<file path="src/uart_rx_pkg.sv">
// shared constants and carrier types for the serial receive block
package uart_rx_pkg;

	// ****************************************
	// register map (byte addresses)
	// ****************************************
	localparam logic [3:0] rx_data_register_off = 4'h0;
	localparam logic [3:0] rx_status_control_register_off = 4'h4;
	localparam logic [3:0] interrupt_control_register_off = 4'h8;
	localparam logic [3:0] baud_divisor_off = 4'hc;

	// ****************************************
	// field positions
	// ****************************************
	localparam int serial_port_enable_pos = 7;
	localparam int continuous_receive_enable_pos = 4;
	localparam int framing_error_bit_pos = 2;
	localparam int overrun_error_bit_pos = 1;
	localparam int rx_pending_flag_pos = 0;
	localparam int global_interrupt_enable_pos = 7;
	localparam int peripheral_interrupt_enable_pos = 6;
	localparam int rx_interrupt_enable_pos = 5;

	// ****************************************
	// reset values and timing
	// ****************************************
	localparam logic [15:0] baud_divisor_rst = 16'h01b2; // 115200 baud at 50 MHz
	localparam logic [7:0] ctrl_rst = 8'h00;
	localparam logic [1:0] axi_resp_okay = 2'h0;
	localparam logic [1:0] axi_resp_slverr = 2'h2;

	// one received character with its framing status
	typedef struct packed {
		logic framing_error_bit;
		logic [7:0] data;
	} rx_entry_t;

	// receiver states
	typedef enum logic [2:0] {
		st_idle,
		st_start,
		st_data,
		st_stop
	} rx_state_t;

endpackage

</file>
<file path="src/uart_receive_fifo_errors.sv">
// receive path of an asynchronous serial port with two-entry fifo and error flags

// Summary of operation
// - low stop sample sets framing error
// - completed character enters fifo, pending set
// - data read returns oldest, pops it
// - no characters accepted during overrun
// - pending when enabled and fifo nonempty
// - pending flag read-only, follows occupancy
// - interrupt needs all three enables set
// - framing status stored per fifo entry
// - visible framing bit is oldest's, read-only
// - framing error keeps receiver running
// - reading advances framing status too
// - port enable clear resets, clears framing
// - receive enable clear keeps framing status
// - framing error alone raises no interrupt
// - all-error fifo keeps framing bit set
// - two entries; third character sets overrun
// - held characters readable after overrun
// - overrun cleared by either enable clear
module uart_receive_fifo_errors #(
	parameter int depth = 2,
	parameter int data_bits = 8
) (
	// clock and reset
	input wire logic aclk,
	input wire logic aresetn,
	// axi4-lite write address
	input wire logic [3:0] s_axi_awaddr,
	input wire logic s_axi_awvalid,
	output logic s_axi_awready,
	// axi4-lite write data
	input wire logic [31:0] s_axi_wdata,
	input wire logic [3:0] s_axi_wstrb,
	input wire logic s_axi_wvalid,
	output logic s_axi_wready,
	// axi4-lite write response
	output logic [1:0] s_axi_bresp,
	output logic s_axi_bvalid,
	input wire logic s_axi_bready,
	// axi4-lite read address
	input wire logic [3:0] s_axi_araddr,
	input wire logic s_axi_arvalid,
	output logic s_axi_arready,
	// axi4-lite read data
	output logic [31:0] s_axi_rdata,
	output logic [1:0] s_axi_rresp,
	output logic s_axi_rvalid,
	input wire logic s_axi_rready,
	// serial line and interrupt
	input wire logic rx_line,
	output logic irq
);

	// ****************************************
	// elaboration checks
	// ****************************************
	if (depth != 2) begin : g_bad_depth
		$error("receive fifo depth must be two");
	end
	if (data_bits != 8) begin : g_bad_bits
		$error("character width must be eight");
	end

	// ****************************************
	// control registers
	// ****************************************
	logic [15:0] baud_div_r;
	logic serial_port_enable_r;
	logic continuous_receive_enable_r;
	logic global_interrupt_enable_r;
	logic peripheral_interrupt_enable_r;
	logic rx_interrupt_enable_r;
	logic overrun_error_bit_r;
	logic port_rst;

	// ****************************************
	// fifo storage
	// ****************************************
	uart_rx_pkg::rx_entry_t fifo_mem_r [depth];
	logic rd_ptr_r;
	logic wr_ptr_r;
	logic [1:0] count_r;
	logic fifo_push;
	logic fifo_pop;
	logic fifo_full;
	logic fifo_empty;
	uart_rx_pkg::rx_entry_t fifo_head;

	// ****************************************
	// receiver
	// ****************************************
	uart_rx_pkg::rx_state_t state_r;
	logic [15:0] tick_cnt_r;
	logic [2:0] bit_cnt_r;
	logic [7:0] receive_shift_register_r;
	logic rx_sync1_r;
	logic rx_sync2_r;
	logic tick_done;
	logic half_done;
	logic char_done;
	logic char_framing_error_bit;

	// ****************************************
	// axi slave state
	// ****************************************
	logic aw_held_r;
	logic w_held_r;
	logic [3:0] aw_addr_r;
	logic [31:0] w_data_r;
	logic [3:0] w_strb_r;
	logic wr_fire;
	logic rd_fire;
	logic wr_ctrl;
	logic wr_intc;
	logic wr_baud;
	logic wr_hit;
	logic rd_data_sel;
	logic rd_hit;
	logic [31:0] rd_word;
	logic [7:0] status_byte;
	logic [7:0] intc_byte;
	logic irq_nxt;

	// port enable low holds the receiver, fifo and overrun flag in reset
	// port reset path
	assign port_rst = !aresetn || !serial_port_enable_r;

	// ****************************************
	// line synchroniser
	// ****************************************
	always_ff @(posedge aclk) begin
		if (!aresetn) begin
			rx_sync1_r <= 1'b1;
			rx_sync2_r <= 1'b1;
		end else begin
			rx_sync1_r <= rx_line;
			rx_sync2_r <= rx_sync1_r;
		end
	end

	// bit timing: full period and half period for start-bit centring
	assign tick_done = (tick_cnt_r == baud_div_r);
	assign half_done = (tick_cnt_r == {1'b0, baud_div_r[15:1]});

	assign char_framing_error_bit = !rx_sync2_r;
	assign char_done = (state_r == uart_rx_pkg::st_stop) && tick_done;

	// ****************************************
	// receive state machine
	// ****************************************
	// start, lsb-first data, stop
	always_ff @(posedge aclk) begin
		if (port_rst || !continuous_receive_enable_r) begin
			state_r <= uart_rx_pkg::st_idle;
			tick_cnt_r <= 16'h0000;
			bit_cnt_r <= 3'h0;
			receive_shift_register_r <= 8'h00;
		end else begin
			tick_cnt_r <= tick_cnt_r + 16'h0001;
			case (state_r)
				uart_rx_pkg::st_idle: begin
					tick_cnt_r <= 16'h0000;
					if (!rx_sync2_r) begin
						state_r <= uart_rx_pkg::st_start;
					end
				end
				uart_rx_pkg::st_start: begin
					if (half_done) begin
						tick_cnt_r <= 16'h0000;
						// glitch shorter than half a bit is dropped
						state_r <= rx_sync2_r ? uart_rx_pkg::st_idle : uart_rx_pkg::st_data;
					end
				end
				uart_rx_pkg::st_data: begin
					if (tick_done) begin
						tick_cnt_r <= 16'h0000;
						receive_shift_register_r <= {rx_sync2_r, receive_shift_register_r[7:1]};
						bit_cnt_r <= bit_cnt_r + 3'h1;
						if (bit_cnt_r == 3'h7) begin
							state_r <= uart_rx_pkg::st_stop;
						end
					end
				end
				uart_rx_pkg::st_stop: begin
					if (tick_done) begin
						tick_cnt_r <= 16'h0000;
						state_r <= uart_rx_pkg::st_idle;
					end
				end
				default: begin
					state_r <= uart_rx_pkg::st_idle;
				end
			endcase
		end
	end

	// ****************************************
	// fifo control
	// ****************************************
	assign fifo_full = (count_r == 2'h2);
	assign fifo_empty = (count_r == 2'h0);
	assign fifo_push = char_done && !fifo_full && !overrun_error_bit_r;
	assign fifo_pop = rd_fire && rd_data_sel && !fifo_empty;
	assign fifo_head = fifo_mem_r[rd_ptr_r];

	always_ff @(posedge aclk) begin
		if (port_rst) begin
			for (int i = 0; i < depth; i++) begin
				fifo_mem_r[i] <= '0;
			end
		end else if (fifo_push) begin
			fifo_mem_r[wr_ptr_r] <= '{framing_error_bit: char_framing_error_bit, data: receive_shift_register_r};
		end
	end

	always_ff @(posedge aclk) begin
		if (port_rst) begin
			rd_ptr_r <= 1'b0;
			wr_ptr_r <= 1'b0;
			count_r <= 2'h0;
		end else begin
			if (fifo_push) begin
				wr_ptr_r <= !wr_ptr_r;
			end
			if (fifo_pop) begin
				rd_ptr_r <= !rd_ptr_r;
			end
			count_r <= count_r + {1'b0, fifo_push} - {1'b0, fifo_pop};
		end
	end

	always_ff @(posedge aclk) begin
		if (port_rst || !continuous_receive_enable_r) begin
			overrun_error_bit_r <= 1'b0;
		end else if (char_done && fifo_full) begin
			overrun_error_bit_r <= 1'b1;
		end
	end

	// ****************************************
	// axi write path
	// ****************************************
	assign wr_fire = aw_held_r && w_held_r && !s_axi_bvalid;
	assign wr_ctrl = wr_fire && (aw_addr_r == uart_rx_pkg::rx_status_control_register_off);
	assign wr_intc = wr_fire && (aw_addr_r == uart_rx_pkg::interrupt_control_register_off);
	assign wr_baud = wr_fire && (aw_addr_r == uart_rx_pkg::baud_divisor_off);
	assign wr_hit = wr_ctrl || wr_intc || wr_baud;

	// address and data captured in either order
	always_ff @(posedge aclk) begin
		if (!aresetn) begin
			aw_held_r <= 1'b0;
			w_held_r <= 1'b0;
			aw_addr_r <= 4'h0;
			w_data_r <= 32'h0000_0000;
			w_strb_r <= 4'h0;
			s_axi_awready <= 1'b0;
			s_axi_wready <= 1'b0;
		end else begin
			s_axi_awready <= !aw_held_r && s_axi_awvalid && !s_axi_awready;
			s_axi_wready <= !w_held_r && s_axi_wvalid && !s_axi_wready;
			if (s_axi_awvalid && s_axi_awready) begin
				aw_held_r <= 1'b1;
				aw_addr_r <= {s_axi_awaddr[3:2], 2'b00};
			end
			if (s_axi_wvalid && s_axi_wready) begin
				w_held_r <= 1'b1;
				w_data_r <= s_axi_wdata;
				w_strb_r <= s_axi_wstrb;
			end
			if (wr_fire) begin
				aw_held_r <= 1'b0;
				w_held_r <= 1'b0;
			end
		end
	end

	// write response; data register and unmapped give slverr
	always_ff @(posedge aclk) begin
		if (!aresetn) begin
			s_axi_bvalid <= 1'b0;
			s_axi_bresp <= uart_rx_pkg::axi_resp_okay;
		end else if (wr_fire) begin
			s_axi_bvalid <= 1'b1;
			s_axi_bresp <= wr_hit ? uart_rx_pkg::axi_resp_okay : uart_rx_pkg::axi_resp_slverr;
		end else if (s_axi_bready) begin
			s_axi_bvalid <= 1'b0;
		end
	end

	// pending and error bits not writable
	always_ff @(posedge aclk) begin
		if (!aresetn) begin
			serial_port_enable_r <= uart_rx_pkg::ctrl_rst[uart_rx_pkg::serial_port_enable_pos];
			continuous_receive_enable_r <= 1'b0;
			global_interrupt_enable_r <= 1'b0;
			peripheral_interrupt_enable_r <= 1'b0;
			rx_interrupt_enable_r <= 1'b0;
			baud_div_r <= uart_rx_pkg::baud_divisor_rst;
		end else begin
			if (wr_ctrl && w_strb_r[0]) begin
				serial_port_enable_r <= w_data_r[uart_rx_pkg::serial_port_enable_pos];
				continuous_receive_enable_r <=
					w_data_r[uart_rx_pkg::continuous_receive_enable_pos];
			end
			if (wr_intc && w_strb_r[0]) begin
				global_interrupt_enable_r <= w_data_r[uart_rx_pkg::global_interrupt_enable_pos];
				peripheral_interrupt_enable_r <=
					w_data_r[uart_rx_pkg::peripheral_interrupt_enable_pos];
				rx_interrupt_enable_r <= w_data_r[uart_rx_pkg::rx_interrupt_enable_pos];
			end
			if (wr_baud) begin
				if (w_strb_r[0]) begin
					baud_div_r[7:0] <= w_data_r[7:0];
				end
				if (w_strb_r[1]) begin
					baud_div_r[15:8] <= w_data_r[15:8];
				end
			end
		end
	end

	// ****************************************
	// axi read path
	// ****************************************
	assign rd_fire = s_axi_arvalid && s_axi_arready;
	assign rd_data_sel = ({s_axi_araddr[3:2], 2'b00} == uart_rx_pkg::rx_data_register_off);
	assign rd_hit = rd_data_sel
		|| ({s_axi_araddr[3:2], 2'b00} == uart_rx_pkg::rx_status_control_register_off)
		|| ({s_axi_araddr[3:2], 2'b00} == uart_rx_pkg::interrupt_control_register_off)
		|| ({s_axi_araddr[3:2], 2'b00} == uart_rx_pkg::baud_divisor_off);

	// head status shown, empty reads zero
	assign status_byte = {serial_port_enable_r, 2'b00, continuous_receive_enable_r, 1'b0,
		fifo_head.framing_error_bit && !fifo_empty, overrun_error_bit_r,
		continuous_receive_enable_r && !fifo_empty};
	assign intc_byte = {global_interrupt_enable_r, peripheral_interrupt_enable_r,
		rx_interrupt_enable_r, 5'h00};

	// read word selection
	always_comb begin
		rd_word = 32'h0000_0000;
		case ({s_axi_araddr[3:2], 2'b00})
			uart_rx_pkg::rx_data_register_off: rd_word = {24'h00_0000, fifo_head.data};
			uart_rx_pkg::rx_status_control_register_off: rd_word = {24'h00_0000, status_byte};
			uart_rx_pkg::interrupt_control_register_off: rd_word = {24'h00_0000, intc_byte};
			uart_rx_pkg::baud_divisor_off: rd_word = {16'h0000, baud_div_r};
			default: rd_word = 32'h0000_0000;
		endcase
	end

	// single outstanding read, answer one edge after address taken
	always_ff @(posedge aclk) begin
		if (!aresetn) begin
			s_axi_arready <= 1'b0;
			s_axi_rvalid <= 1'b0;
			s_axi_rdata <= 32'h0000_0000;
			s_axi_rresp <= uart_rx_pkg::axi_resp_okay;
		end else begin
			s_axi_arready <= s_axi_arvalid && !s_axi_arready && !s_axi_rvalid;
			if (rd_fire) begin
				s_axi_rvalid <= 1'b1;
				s_axi_rdata <= rd_word;
				s_axi_rresp <= rd_hit ? uart_rx_pkg::axi_resp_okay : uart_rx_pkg::axi_resp_slverr;
			end else if (s_axi_rready) begin
				s_axi_rvalid <= 1'b0;
			end
		end
	end

	// ****************************************
	// interrupt gate
	// ****************************************
	// three enables gate request
	assign irq_nxt = continuous_receive_enable_r && !fifo_empty && rx_interrupt_enable_r
		&& peripheral_interrupt_enable_r && global_interrupt_enable_r;

	always_ff @(posedge aclk) begin
		if (!aresetn) begin
			irq <= 1'b0;
		end else begin
			irq <= irq_nxt;
		end
	end

endmodule

</file>
<file path="config.mk">
export PLATFORM = sky130hd
export DESIGN_NAME = uart_receive_fifo_errors
export DESIGN_NICKNAME = d
export VERILOG_FILES = /design/src/uart_rx_pkg.sv /design/src/uart_receive_fifo_errors.sv
export SDC_FILE = /design/constraint.sdc
export NUM_CORES = 1
export LEC_CHECK = 0
export ABC_AREA = 0
export BUFFER_PORTS_ARGS = -buffer_cell sky130_fd_sc_hd__buf_4
export CELL_PAD_IN_SITES_DETAIL_PLACEMENT = 1
export CELL_PAD_IN_SITES_GLOBAL_PLACEMENT = 1
export CORE_MARGIN = 4
export CORE_UTILIZATION = 39
export DETAILED_ROUTE_END_ITERATION = 8
export PLACE_DENSITY = 0.72
export SYNTH_ARGS = -nofsm -noshare
export SYNTH_HDL_FRONTEND = slang
export SYNTH_SLANG_ARGS = --single-unit
</file>
<file path="constraint.sdc">
create_clock -name aclk -period 2.35 [get_ports aclk]
set_input_delay 0.705 -clock aclk [delete_from_list [all_inputs] [get_ports aclk]]
set_output_delay 0.705 -clock aclk [all_outputs]
set_load 0.005 [all_outputs]
</file>
After elaboration in Yosys (flattened, before gate mapping). Memories as Yosys holds them, arrays and structs flattened. A register that Yosys moved wholly into a read port is not among the register bits. Index checks and enable logic that the tools add are counted.

Memory bits (writable): 18. Latch bits: 0. Bits in read-only memories: 0. Register bits: 122. Input port bits: 52. Output and inout bits: 42. Memories: 1.

Reductions and logical operators: 62. $add $sub $neg: 4. $mul: 0. Bitwise gates (word level): 1. Multiplexer cells: 27. Div/mod/pow operators: 0. $lt $le $gt $ge: 0. Shift-type cells: 0. Eq/ne operators: 18.

Memory list: fifo_mem_r (words 2, bits a word 9, rd ports 1, clocked after Yosys merged registers in 1, wr ports 2, RTL line uart_receive_fifo_errors.sv:81) `uart_rx_pkg::rx_entry_t fifo_mem_r [depth];`.

Operator list (number): case mux 32 bit (4 select lines) (1); case mux 16 bit (3 select lines) (1); 2-to-1 mux 16 bit (2); logical AND 1 bit (27); adder 16 x 1 -> 16 bit (second input constant) (1); equality test 16 x 15 -> 1 bit (1); equality test 16 bit (1); logical NOT 1 bit (16); 2-to-1 mux 3 bit (5); 2-to-1 mux 1 bit (13); case mux 3 bit (4 select lines) (1); equality test 2 bit (second input constant) (5); inequality test 2 bit (second input constant) (5); 2-to-1 mux 9 bit (1); OR reduction 9 bit (1); logical OR 1 bit (7); equality test 3 x 2 -> 1 bit (second input constant) (2); 2-to-1 mux 2 bit (3); AND reduction 2 bit (3); AND reduction 5 bit (1); equality test 2 x 1 -> 1 bit (second input constant) (2); logical NOT 2 bit (2); nonzero test 2 bit (2); OR reduction 2 bit (2); 7 further kinds (7).

Depth between registers and ports, before layout. Gate-level depths: netlist of the first run.

Depth after elaboration: 9. Depth in mapped cells: 11.

Least setup slack after synthesis of the first run. Ideal clock, no wire load.

Kind: input to register. From: in s_axi_araddr[2]. To: reg count_r[1]. Stages: 10. Setup slack: 0.159 ns. Path buffers: 1. Arrival time: 2.076 ns. Cell sequence: clkbuf_1 nor2_1 o21ai_0 nor2_1 ha_1 inv_1 ha_1 xor2_1 xnor2_1 nor2_1.

Cells in the longest elaborated chain, start to end: 4.

RTL lines: start, declared (RTL line uart_receive_fifo_errors.sv:43) `input wire logic [3:0] s_axi_araddr,`; logical NOT 2 bit (RTL line uart_receive_fifo_errors.sv:329) `assign rd_data_sel = ({s_axi_araddr[3:2], 2'b00} == uart_rx_pkg::rx_data_register_off);`; logical AND 1 bit (2 in a row) (RTL line uart_receive_fifo_errors.sv:205) `assign fifo_pop = rd_fire && rd_data_sel && !fifo_empty;`; named net fifo_pop (RTL line uart_receive_fifo_errors.sv:86) `logic fifo_pop;`; subtractor 2 x 1 -> 2 bit (RTL line uart_receive_fifo_errors.sv:230) `count_r <= count_r + {1'b0, fifo_push} - {1'b0, fifo_pop};`; end signal, assigned (RTL line uart_receive_fifo_errors.sv:230); end, declared (RTL line uart_receive_fifo_errors.sv:84) `logic [1:0] count_r;`.

The timed path passes the listed nets, and every way through them passes these cells. A chain may end at the register's enable or synchronous reset.

Worst setup path in the final report of the first run.
From: reg baud_div_r[2]. To: reg count_r[1].

Cells in the longest elaborated chain, start to end: 6.

RTL lines: start, declared (RTL line uart_receive_fifo_errors.sv:69) `logic [15:0] baud_div_r;`; start signal, assigned (RTL line uart_receive_fifo_errors.sv:301) `baud_div_r <= uart_rx_pkg::baud_divisor_rst;`; start signal, assigned (RTL line uart_receive_fifo_errors.sv:316) `baud_div_r[7:0] <= w_data_r[7:0];`; equality test 16 bit (RTL line uart_receive_fifo_errors.sv:144) `assign tick_done = (tick_cnt_r == baud_div_r);`; logical AND 1 bit (RTL line uart_receive_fifo_errors.sv:148) `assign char_done = (state_r == uart_rx_pkg::st_stop) && tick_done;`; logical AND 1 bit (2 in a row) (RTL line uart_receive_fifo_errors.sv:204) `assign fifo_push = char_done && !fifo_full && !overrun_error_bit_r;`; adder 2 x 1 -> 2 bit (RTL line uart_receive_fifo_errors.sv:230); subtractor 2 x 1 -> 2 bit (RTL line uart_receive_fifo_errors.sv:230).

No other way between the ends.

==> results of run 1 <==
==> layout make-up <==
type	count	area, µm²
flip-flops and latches	122	2639
clock buffers	19	442.9
well taps	176	220.2
clock inverters	13	176.4
fillers	1535	6613
multi-input cells	398	2656
repair buffers	90	675.6
inverters	8	30.03
==> critical path, stage by stage, from the launching register on <==
cell and delay [ps]:
dfxtp_1 320, xor2_1 170, nor4_2 370, and4_4 310, nand2_4 60, ha_4 280, inv_1 30, ha_1 180
xor2_1 240, xnor2_1 170, nor2_1 50
==> cell usage in the layout, fill, tap and decap left out, types with 6 or more instances in the layout <==
master     count
xor2_1        21
nand2b_1       7
xnor2_1       25
buf_4         90
nor2b_1       28
nand2_1       72
a221oi_1       7
nor2_1        41
and2_1        21
dfxtp_1       97
mux2i_1       36
nand3_1       10
a21boi_0      22
nor3b_1        9
o21ai_0        6
a22oi_1        8
nand4_1        8
inv_1          8
clkbuf_16     17
edfxtp_1      18
nor3_1         7
conb_1        18
==> cell families (layout without fill, tap and decap cells) <==
kind of cell	after synthesis	after routing	share of synthesized area, %
flip-flops	122	122	48.05
adder cells (fa/ha/maj)	5	5	1.146
AO/OA/AOI/OAI	55	55	7.336
other	1	18	0.06871
buffers and inverters	57	130	5.571
multiplexers	43	43	8.253
XOR/XNOR	48	48	7.703
AND/OR/NAND/NOR	229	229	21.87
==> per-stage QoR <==
step           total power [mW]  instances  hold WS (ps)  TNS (ps)
2_1_floorplan             2.299        577         386.3         0
3_3_place_gp              2.361        792         402.2         0
3_5_place_dp              2.368        792         392.9    -41.86
4_1_cts                   5.123        824         413.3         0
5_1_grt                   5.234        826         421.1    -66.56
6_report                  5.069        826         415.0         0
==> state kept, by name (all words and copies together), names as in the netlist, 3 cells and up, named ones only <==
name and cells:
baud_div_r 16, bit_cnt_r 3, fifo_mem_r 18, receive_shift_register_r 8
s_axi_rdata 16, tick_cnt_r 16, w_data_r 16
==> worst max path at each step <==
| stage | from | endpoint | slack (ps) |
|---|---|---|---|
| after floorplan | s_axi_araddr[2] | count_r[1]$_SDFF_PP0_ | 160 |
| after global placement | tick_cnt_r[15]$_SDFF_PP0_ | count_r[1]$_SDFF_PP0_ | 60 |
| after detailed placement | tick_cnt_r[15]$_SDFF_PP0_ | count_r[1]$_SDFF_PP0_ | -40 |
| after CTS | baud_div_r[4]$_SDFFE_PN1P_ | count_r[1]$_SDFF_PP0_ | 20 |
| after global routing | tick_cnt_r[11]$_SDFF_PP0_ | count_r[1]$_SDFF_PP0_ | -70 |
| final | baud_div_r[2]$_SDFFE_PN0P_ | count_r[1]$_SDFF_PP0_ | 50 |
==> repair_timing <==
item | CTS | global route
pin swaps | 0 | 8
setup buffers | 0 | 2
resized for setup | 1 | 18
hold buffers | 0 | 0
cloned | 0 | 0
endpoints found under the setup margin | 1 | 3
==> cell usage after synthesis, types with 6 or more instances <==
cell,instances
dfxtp_1,104
nand2_1,73
nor2_1,41
mux2i_1,36
nor2b_1,28
xnor2_1,25
clkbuf_1,23
xor2_1,23
a21boi_0,22
and2_1,21
buf_4,18
edfxtp_1,18
nand3_1,10
nor3b_1,9
a22oi_1,8
inv_1,8
nand4_1,8
a221oi_1,7
nand2b_1,7
nor3_1,7
buf_2,6
o21ai_0,6
==> layer usage <==
layer,up-vias,share of wire [%],track usage [%]
met5,-,0,0
met2,46,51,30.95
met4,0,1.4,6.625
met1,2030,44,21.98
li1,2014,-,-
met3,18,2.9,4.245
==> report_power, final <==
group          switching, mW  internal [mW]  total (mW)  leakage [nW]
Clock                  0.959           1.79        2.75         0.300
Sequential            0.0197           2.13        2.15          1.07
Combinational         0.0815         0.0837       0.165          1.24
==> impl_metrics.csv, run 1 <==
group,metric,value,unit
synthesis,synth-edff-count,18,
global_routing,grt_pass1_vias,4429,
setup_path,r2r_end,"count_r[1]$_SDFF_PP0_",
floorplanning,die_area,15950,µm²
routing,drtPass1Iterations,4,
cts,clkLatencyLatePin,420,ps
min_path,whs_endpoint,"rx_sync2_r$_SDFF_PN1_",
power_and_ir_drop,power.density,741.0,nW/µm²
sta,relSlewSlack,55.02,%
global_routing,grt_pass1_wl,22840,µm
synthesis,synth_area_leader_cell,"dfxtp_1",
floorplanning,rows,42,
setup_path,reg2reg_slack,50,ps
floorplanning,die_h,126.3,µm
placement,place_congestion,0.7972,
final_layout,syn_to_final_growth,25.33,%
floorplanning,start_util,40.57,%
power_and_ir_drop,ir_drop,0.0004510,V
run,cap_violations,0,
sta,period_needed,2304,ps
min_path,hold_class,"reg -> reg",
synthesis,ys.flop_type,"dfxtp_1",
cts,cts_buffer_depth,2,
sta,max_freq,434.0,MHz
placement,placed_cell_area,6128,µm²
placement,dp_hpwl,9803,µm
routing,wirelength,13930,µm
setup_path,critPathKind,"reg -> reg",
cts,clkSinkCount,122,
routing,vias,4108,
synthesis,yosys-top-cells-area,"dfxtp_1 (38%), edfxtp_1 (9.9%), mux2i_1 (6.6%), nand2_1 (5.0%), xnor2_1 (4.0%)",
sta,setup_viol,0,
global_routing,grt_max_degree,71,
synthesis,netlist_instances,560,
final_layout,diodes,0,
synthesis,async_reset_ff_share,0,%
placement,portBuffers,53,
sta,fin_ws,45.83,ps
synthesis,ys_seq_area_share,48.05,%
final_layout,nets,694,
sta,hold_viol,0,
run_status,status,"complete, no violations",
placement,pre_cts_slack,-41.86,ps
global_routing,grt_usage,17.99,%
cts,cts_tree,"yes",
cts,cts_root_buffer,"clkbuf_16",
setup_path,endpoint_kind,"register",
cts,path_clk_slew,50,ps
routing,drt-wirelength-per-cell,16.86,µm
floorplanning,die_width,126.3,µm
synthesis,ys_ff_latch,122,
global_routing,antenna_found_initial,0,
synthesis,netlist_area,5458,µm²
sta,fin_crit_sh,98.05,%
setup_path,reg2reg_from,"baud_div_r[2]$_SDFFE_PN0P_",
final_layout,final_area,6840,µm²
setup_path,arrival,2610,ps
synthesis,synth.distinct_cells,50,
routing,ant_nets,0,
setup_path,required,2660,ps
setup_path,reg2regPathDepth,10,
min_path,min_from,"rx_sync1_r$_SDFF_PN1_",
power_and_ir_drop,p_leak,2.611,nW
sta,fin_worst_skew,6.451,ps
synthesis,yosysWarnings,0,
routing,drc,0,
synthesis,synth.top_cell.area_share,38.15,%
cts,cts_buffers,17,
floorplanning,coreArea,13450,µm²
sta,worst_slew_pin_slew,674.0,ps
routing,drt_iter0_drc,216,
final_layout,fin_util,50.85,%
sta,drv_slew,0,
setup_path,start_kind,"register",
min_path,worstHoldPathCells,1,
cts,cts_max_level,4,
setup_path,critPathMaxFanout,2,
final_layout,drive_gt1_share,22.77,%
synthesis,syn_area_per_cell,9.746,µm²
floorplanning,ios,94,
routing,viasPerCell,4.973,
global_routing,grt.overflow.total,0,
Note: power is estimated with default switching activity, not from simulation.
==> run 2: changes to the inputs <==
--- a/config.mk
+++ b/config.mk
@@ -9,10 +9,10 @@
 export BUFFER_PORTS_ARGS = -buffer_cell sky130_fd_sc_hd__buf_4
 export CELL_PAD_IN_SITES_DETAIL_PLACEMENT = 1
 export CELL_PAD_IN_SITES_GLOBAL_PLACEMENT = 1
-export CORE_MARGIN = 4
 export CORE_UTILIZATION = 39
 export DETAILED_ROUTE_END_ITERATION = 8
 export PLACE_DENSITY = 0.72
+export RECOVER_POWER = 25
 export SYNTH_ARGS = -nofsm -noshare
 export SYNTH_HDL_FRONTEND = slang
 export SYNTH_SLANG_ARGS = --single-unit
==> impl_metrics.csv, run 2 (synthesized netlist as in run 1, its figures left out) <==
group,metric,value,unit
run_status,status,"complete, no violations",
cts,clkLatencyLatePin,420,ps
power_and_ir_drop,ir_drop,0.0004541,V
final_layout,layout_commonest_cell,"dfxtp_1",
final_layout,largest_register_ff_count,18,
power_and_ir_drop,power.density,721.2,nW/µm²
floorplanning,ios,94,
floorplanning,die_area,14470,µm²
global_routing,grt_pass1_wl,21940,µm
routing,drtPass1Iterations,4,
setup_path,critPathKind,"reg -> reg",
sta,worst_slew_pin_slew,993.7,ps
final_layout,final_cell_mix,"dfxtp_1 (98), buf_4 (85), nand2_1 (72)",
routing,wirelength,13960,µm
cts,clkSinkCount,122,
final_layout,diodes,0,
sta,fin_crit_sh,97.32,%
cts,cts_max_level,4,
final_layout,drive_gt1_share,22.37,%
placement,dp_hpwl,9768,µm
setup_path,required,2660,ps
sta,holdWs,413.5,ps
power_and_ir_drop,p_leak,2.625,nW
cts,postCtsHoldBufs,0,
floorplanning,start_util,40.57,%
global_routing,grt_max_degree,47,
final_layout,fillers,1509,
cts,cts_root_buffer,"clkbuf_16",
final_layout,fin_util,50.95,%
floorplanning,coreArea,13450,µm²
setup_path,start_kind,"register",
routing,drc,0,
sta,hold_viol,0,
routing,drt_iter0_drc,230,
floorplanning,rows,42,
global_routing,grt_pass1_vias,4266,
cts,cts_buffer_depth,2,
sta,fin_ws,63.09,ps
cts,path_clk_slew,60,ps
global_routing,grt.overflow.total,0,
sta,setup_viol,0,
floorplanning,die_h,120.3,µm
run,cap_violations,0,
final_layout,nets,701,
power_and_ir_drop,p_total,4.943,mW
routing,viasPerCell,5.006,
setup_path,endpoint_kind,"register",
setup_path,reg2reg_slack,60,ps
sta,max_freq,437.3,MHz
sta,relSlewSlack,33.75,%
routing,vias,4170,
global_routing,grt_usage,20.05,%
placement,portBuffers,53,
placement,pre_cts_slack,12.92,ps
global_routing,antenna_found_initial,0,
sta,drv_slew,0,
placement,place_congestion,0.7951,
floorplanning,die_width,120.3,µm
sta,period_needed,2287,ps
setup_path,arrival,2600,ps
sta,fin_tns_setup,0,ps
cts,cts_tree,"yes",
final_layout,syn_to_final_growth,25.58,%
routing,drt-wirelength-per-cell,16.76,µm
sta,fin_worst_skew,7.564,ps
setup_path,critPathMaxFanout,2,
routing,ant_nets,0,
cts,cts_buffers,17,
final_layout,largest-register,"fifo_mem_r",
min_path,hold_class,"reg -> reg",
[run 2: cell count changes in the layout (fill, tap and decap cells not counted), sizes merged]
| cell | previous run | this run |
|---|---|---|
| clkbuf | 19 | 30 |
| bufinv | 4 | 3 |
| clkinvlp | 2 | 3 |
| buf | 90 | 86 |
[run 2: path summary, 6_finish.rpt]
check	start	to	cells past startpoint
max	tick_cnt_r[2]$_SDFF_PP0_	count_r[1]$_SDFF_PP0_	10
min	rx_sync1_r$_SDFF_PN1_	rx_sync2_r$_SDFF_PN1_	1
max reg2reg	tick_cnt_r[2]$_SDFF_PP0_	count_r[1]$_SDFF_PP0_	10
min reg2reg	rx_sync1_r$_SDFF_PN1_	rx_sync2_r$_SDFF_PN1_	1
[run 2: through the flow]
| step | cells | cell area (µm²) |
|---|---|---|
| 2_1_floorplan | 577 | 5522 |
| 3_3_place_gp | 794 | 6156 |
| 3_5_place_dp | 794 | 6156 |
| 4_1_cts | 827 | 6782 |
| 5_1_grt | 833 | 6854 |
| 6_report | 833 | 6854 |
[run 2: power breakdown]
group          switching (mW)  internal, mW
registers              0.0200          2.14
clock network           0.946          1.68
logic                  0.0800        0.0827
total                    1.05          3.90
[run 2: worst max-delay path, cell delays in order, from the launching register on]
cell     delay (ps)
dfxtp_1         330
xor2_1          160
nor4_2          410
and4_4          320
nand2_4          70
ha_4            290
inv_1            40
ha_1            180
xor2_1          170
xnor2_1         150
nor2_1           60
[run 2: final cells by class]
type / count / area (µm²) / area share [%]
multi-input cells: 398 / 2651 / 38.68
flip-flops and latches: 122 / 2635 / 38.44
clock buffers: 19 / 442.9 / 6.462
inverters: 8 / 30.03 / 0.4381
well taps: 176 / 220.2 / 3.213
repair buffers: 97 / 723.2 / 10.55
clock inverters: 13 / 151.4 / 2.209
[run 2: timing repair]
| action | 4_1_cts | 5_1_grt |
|---|---|---|
| pin swaps | 3 | 8 |
| setup endpoints to repair | 1 | 17 |
| gates resized for setup | 5 | 11 |
| setup buffers | 1 | 6 |
[run 2: routing by layer]
| layer | global-route usage, % | up-vias | routed length [µm] |
|---|---|---|---|
| met5 | 0 | - | 0 |
| met4 | 5.556 | 0 | 154 |
| met3 | 5.943 | 16 | 596 |
| met2 | 35.06 | 67 | 7238 |
| met1 | 23.75 | 2056 | 5970 |
| li1 | - | 2031 | - |
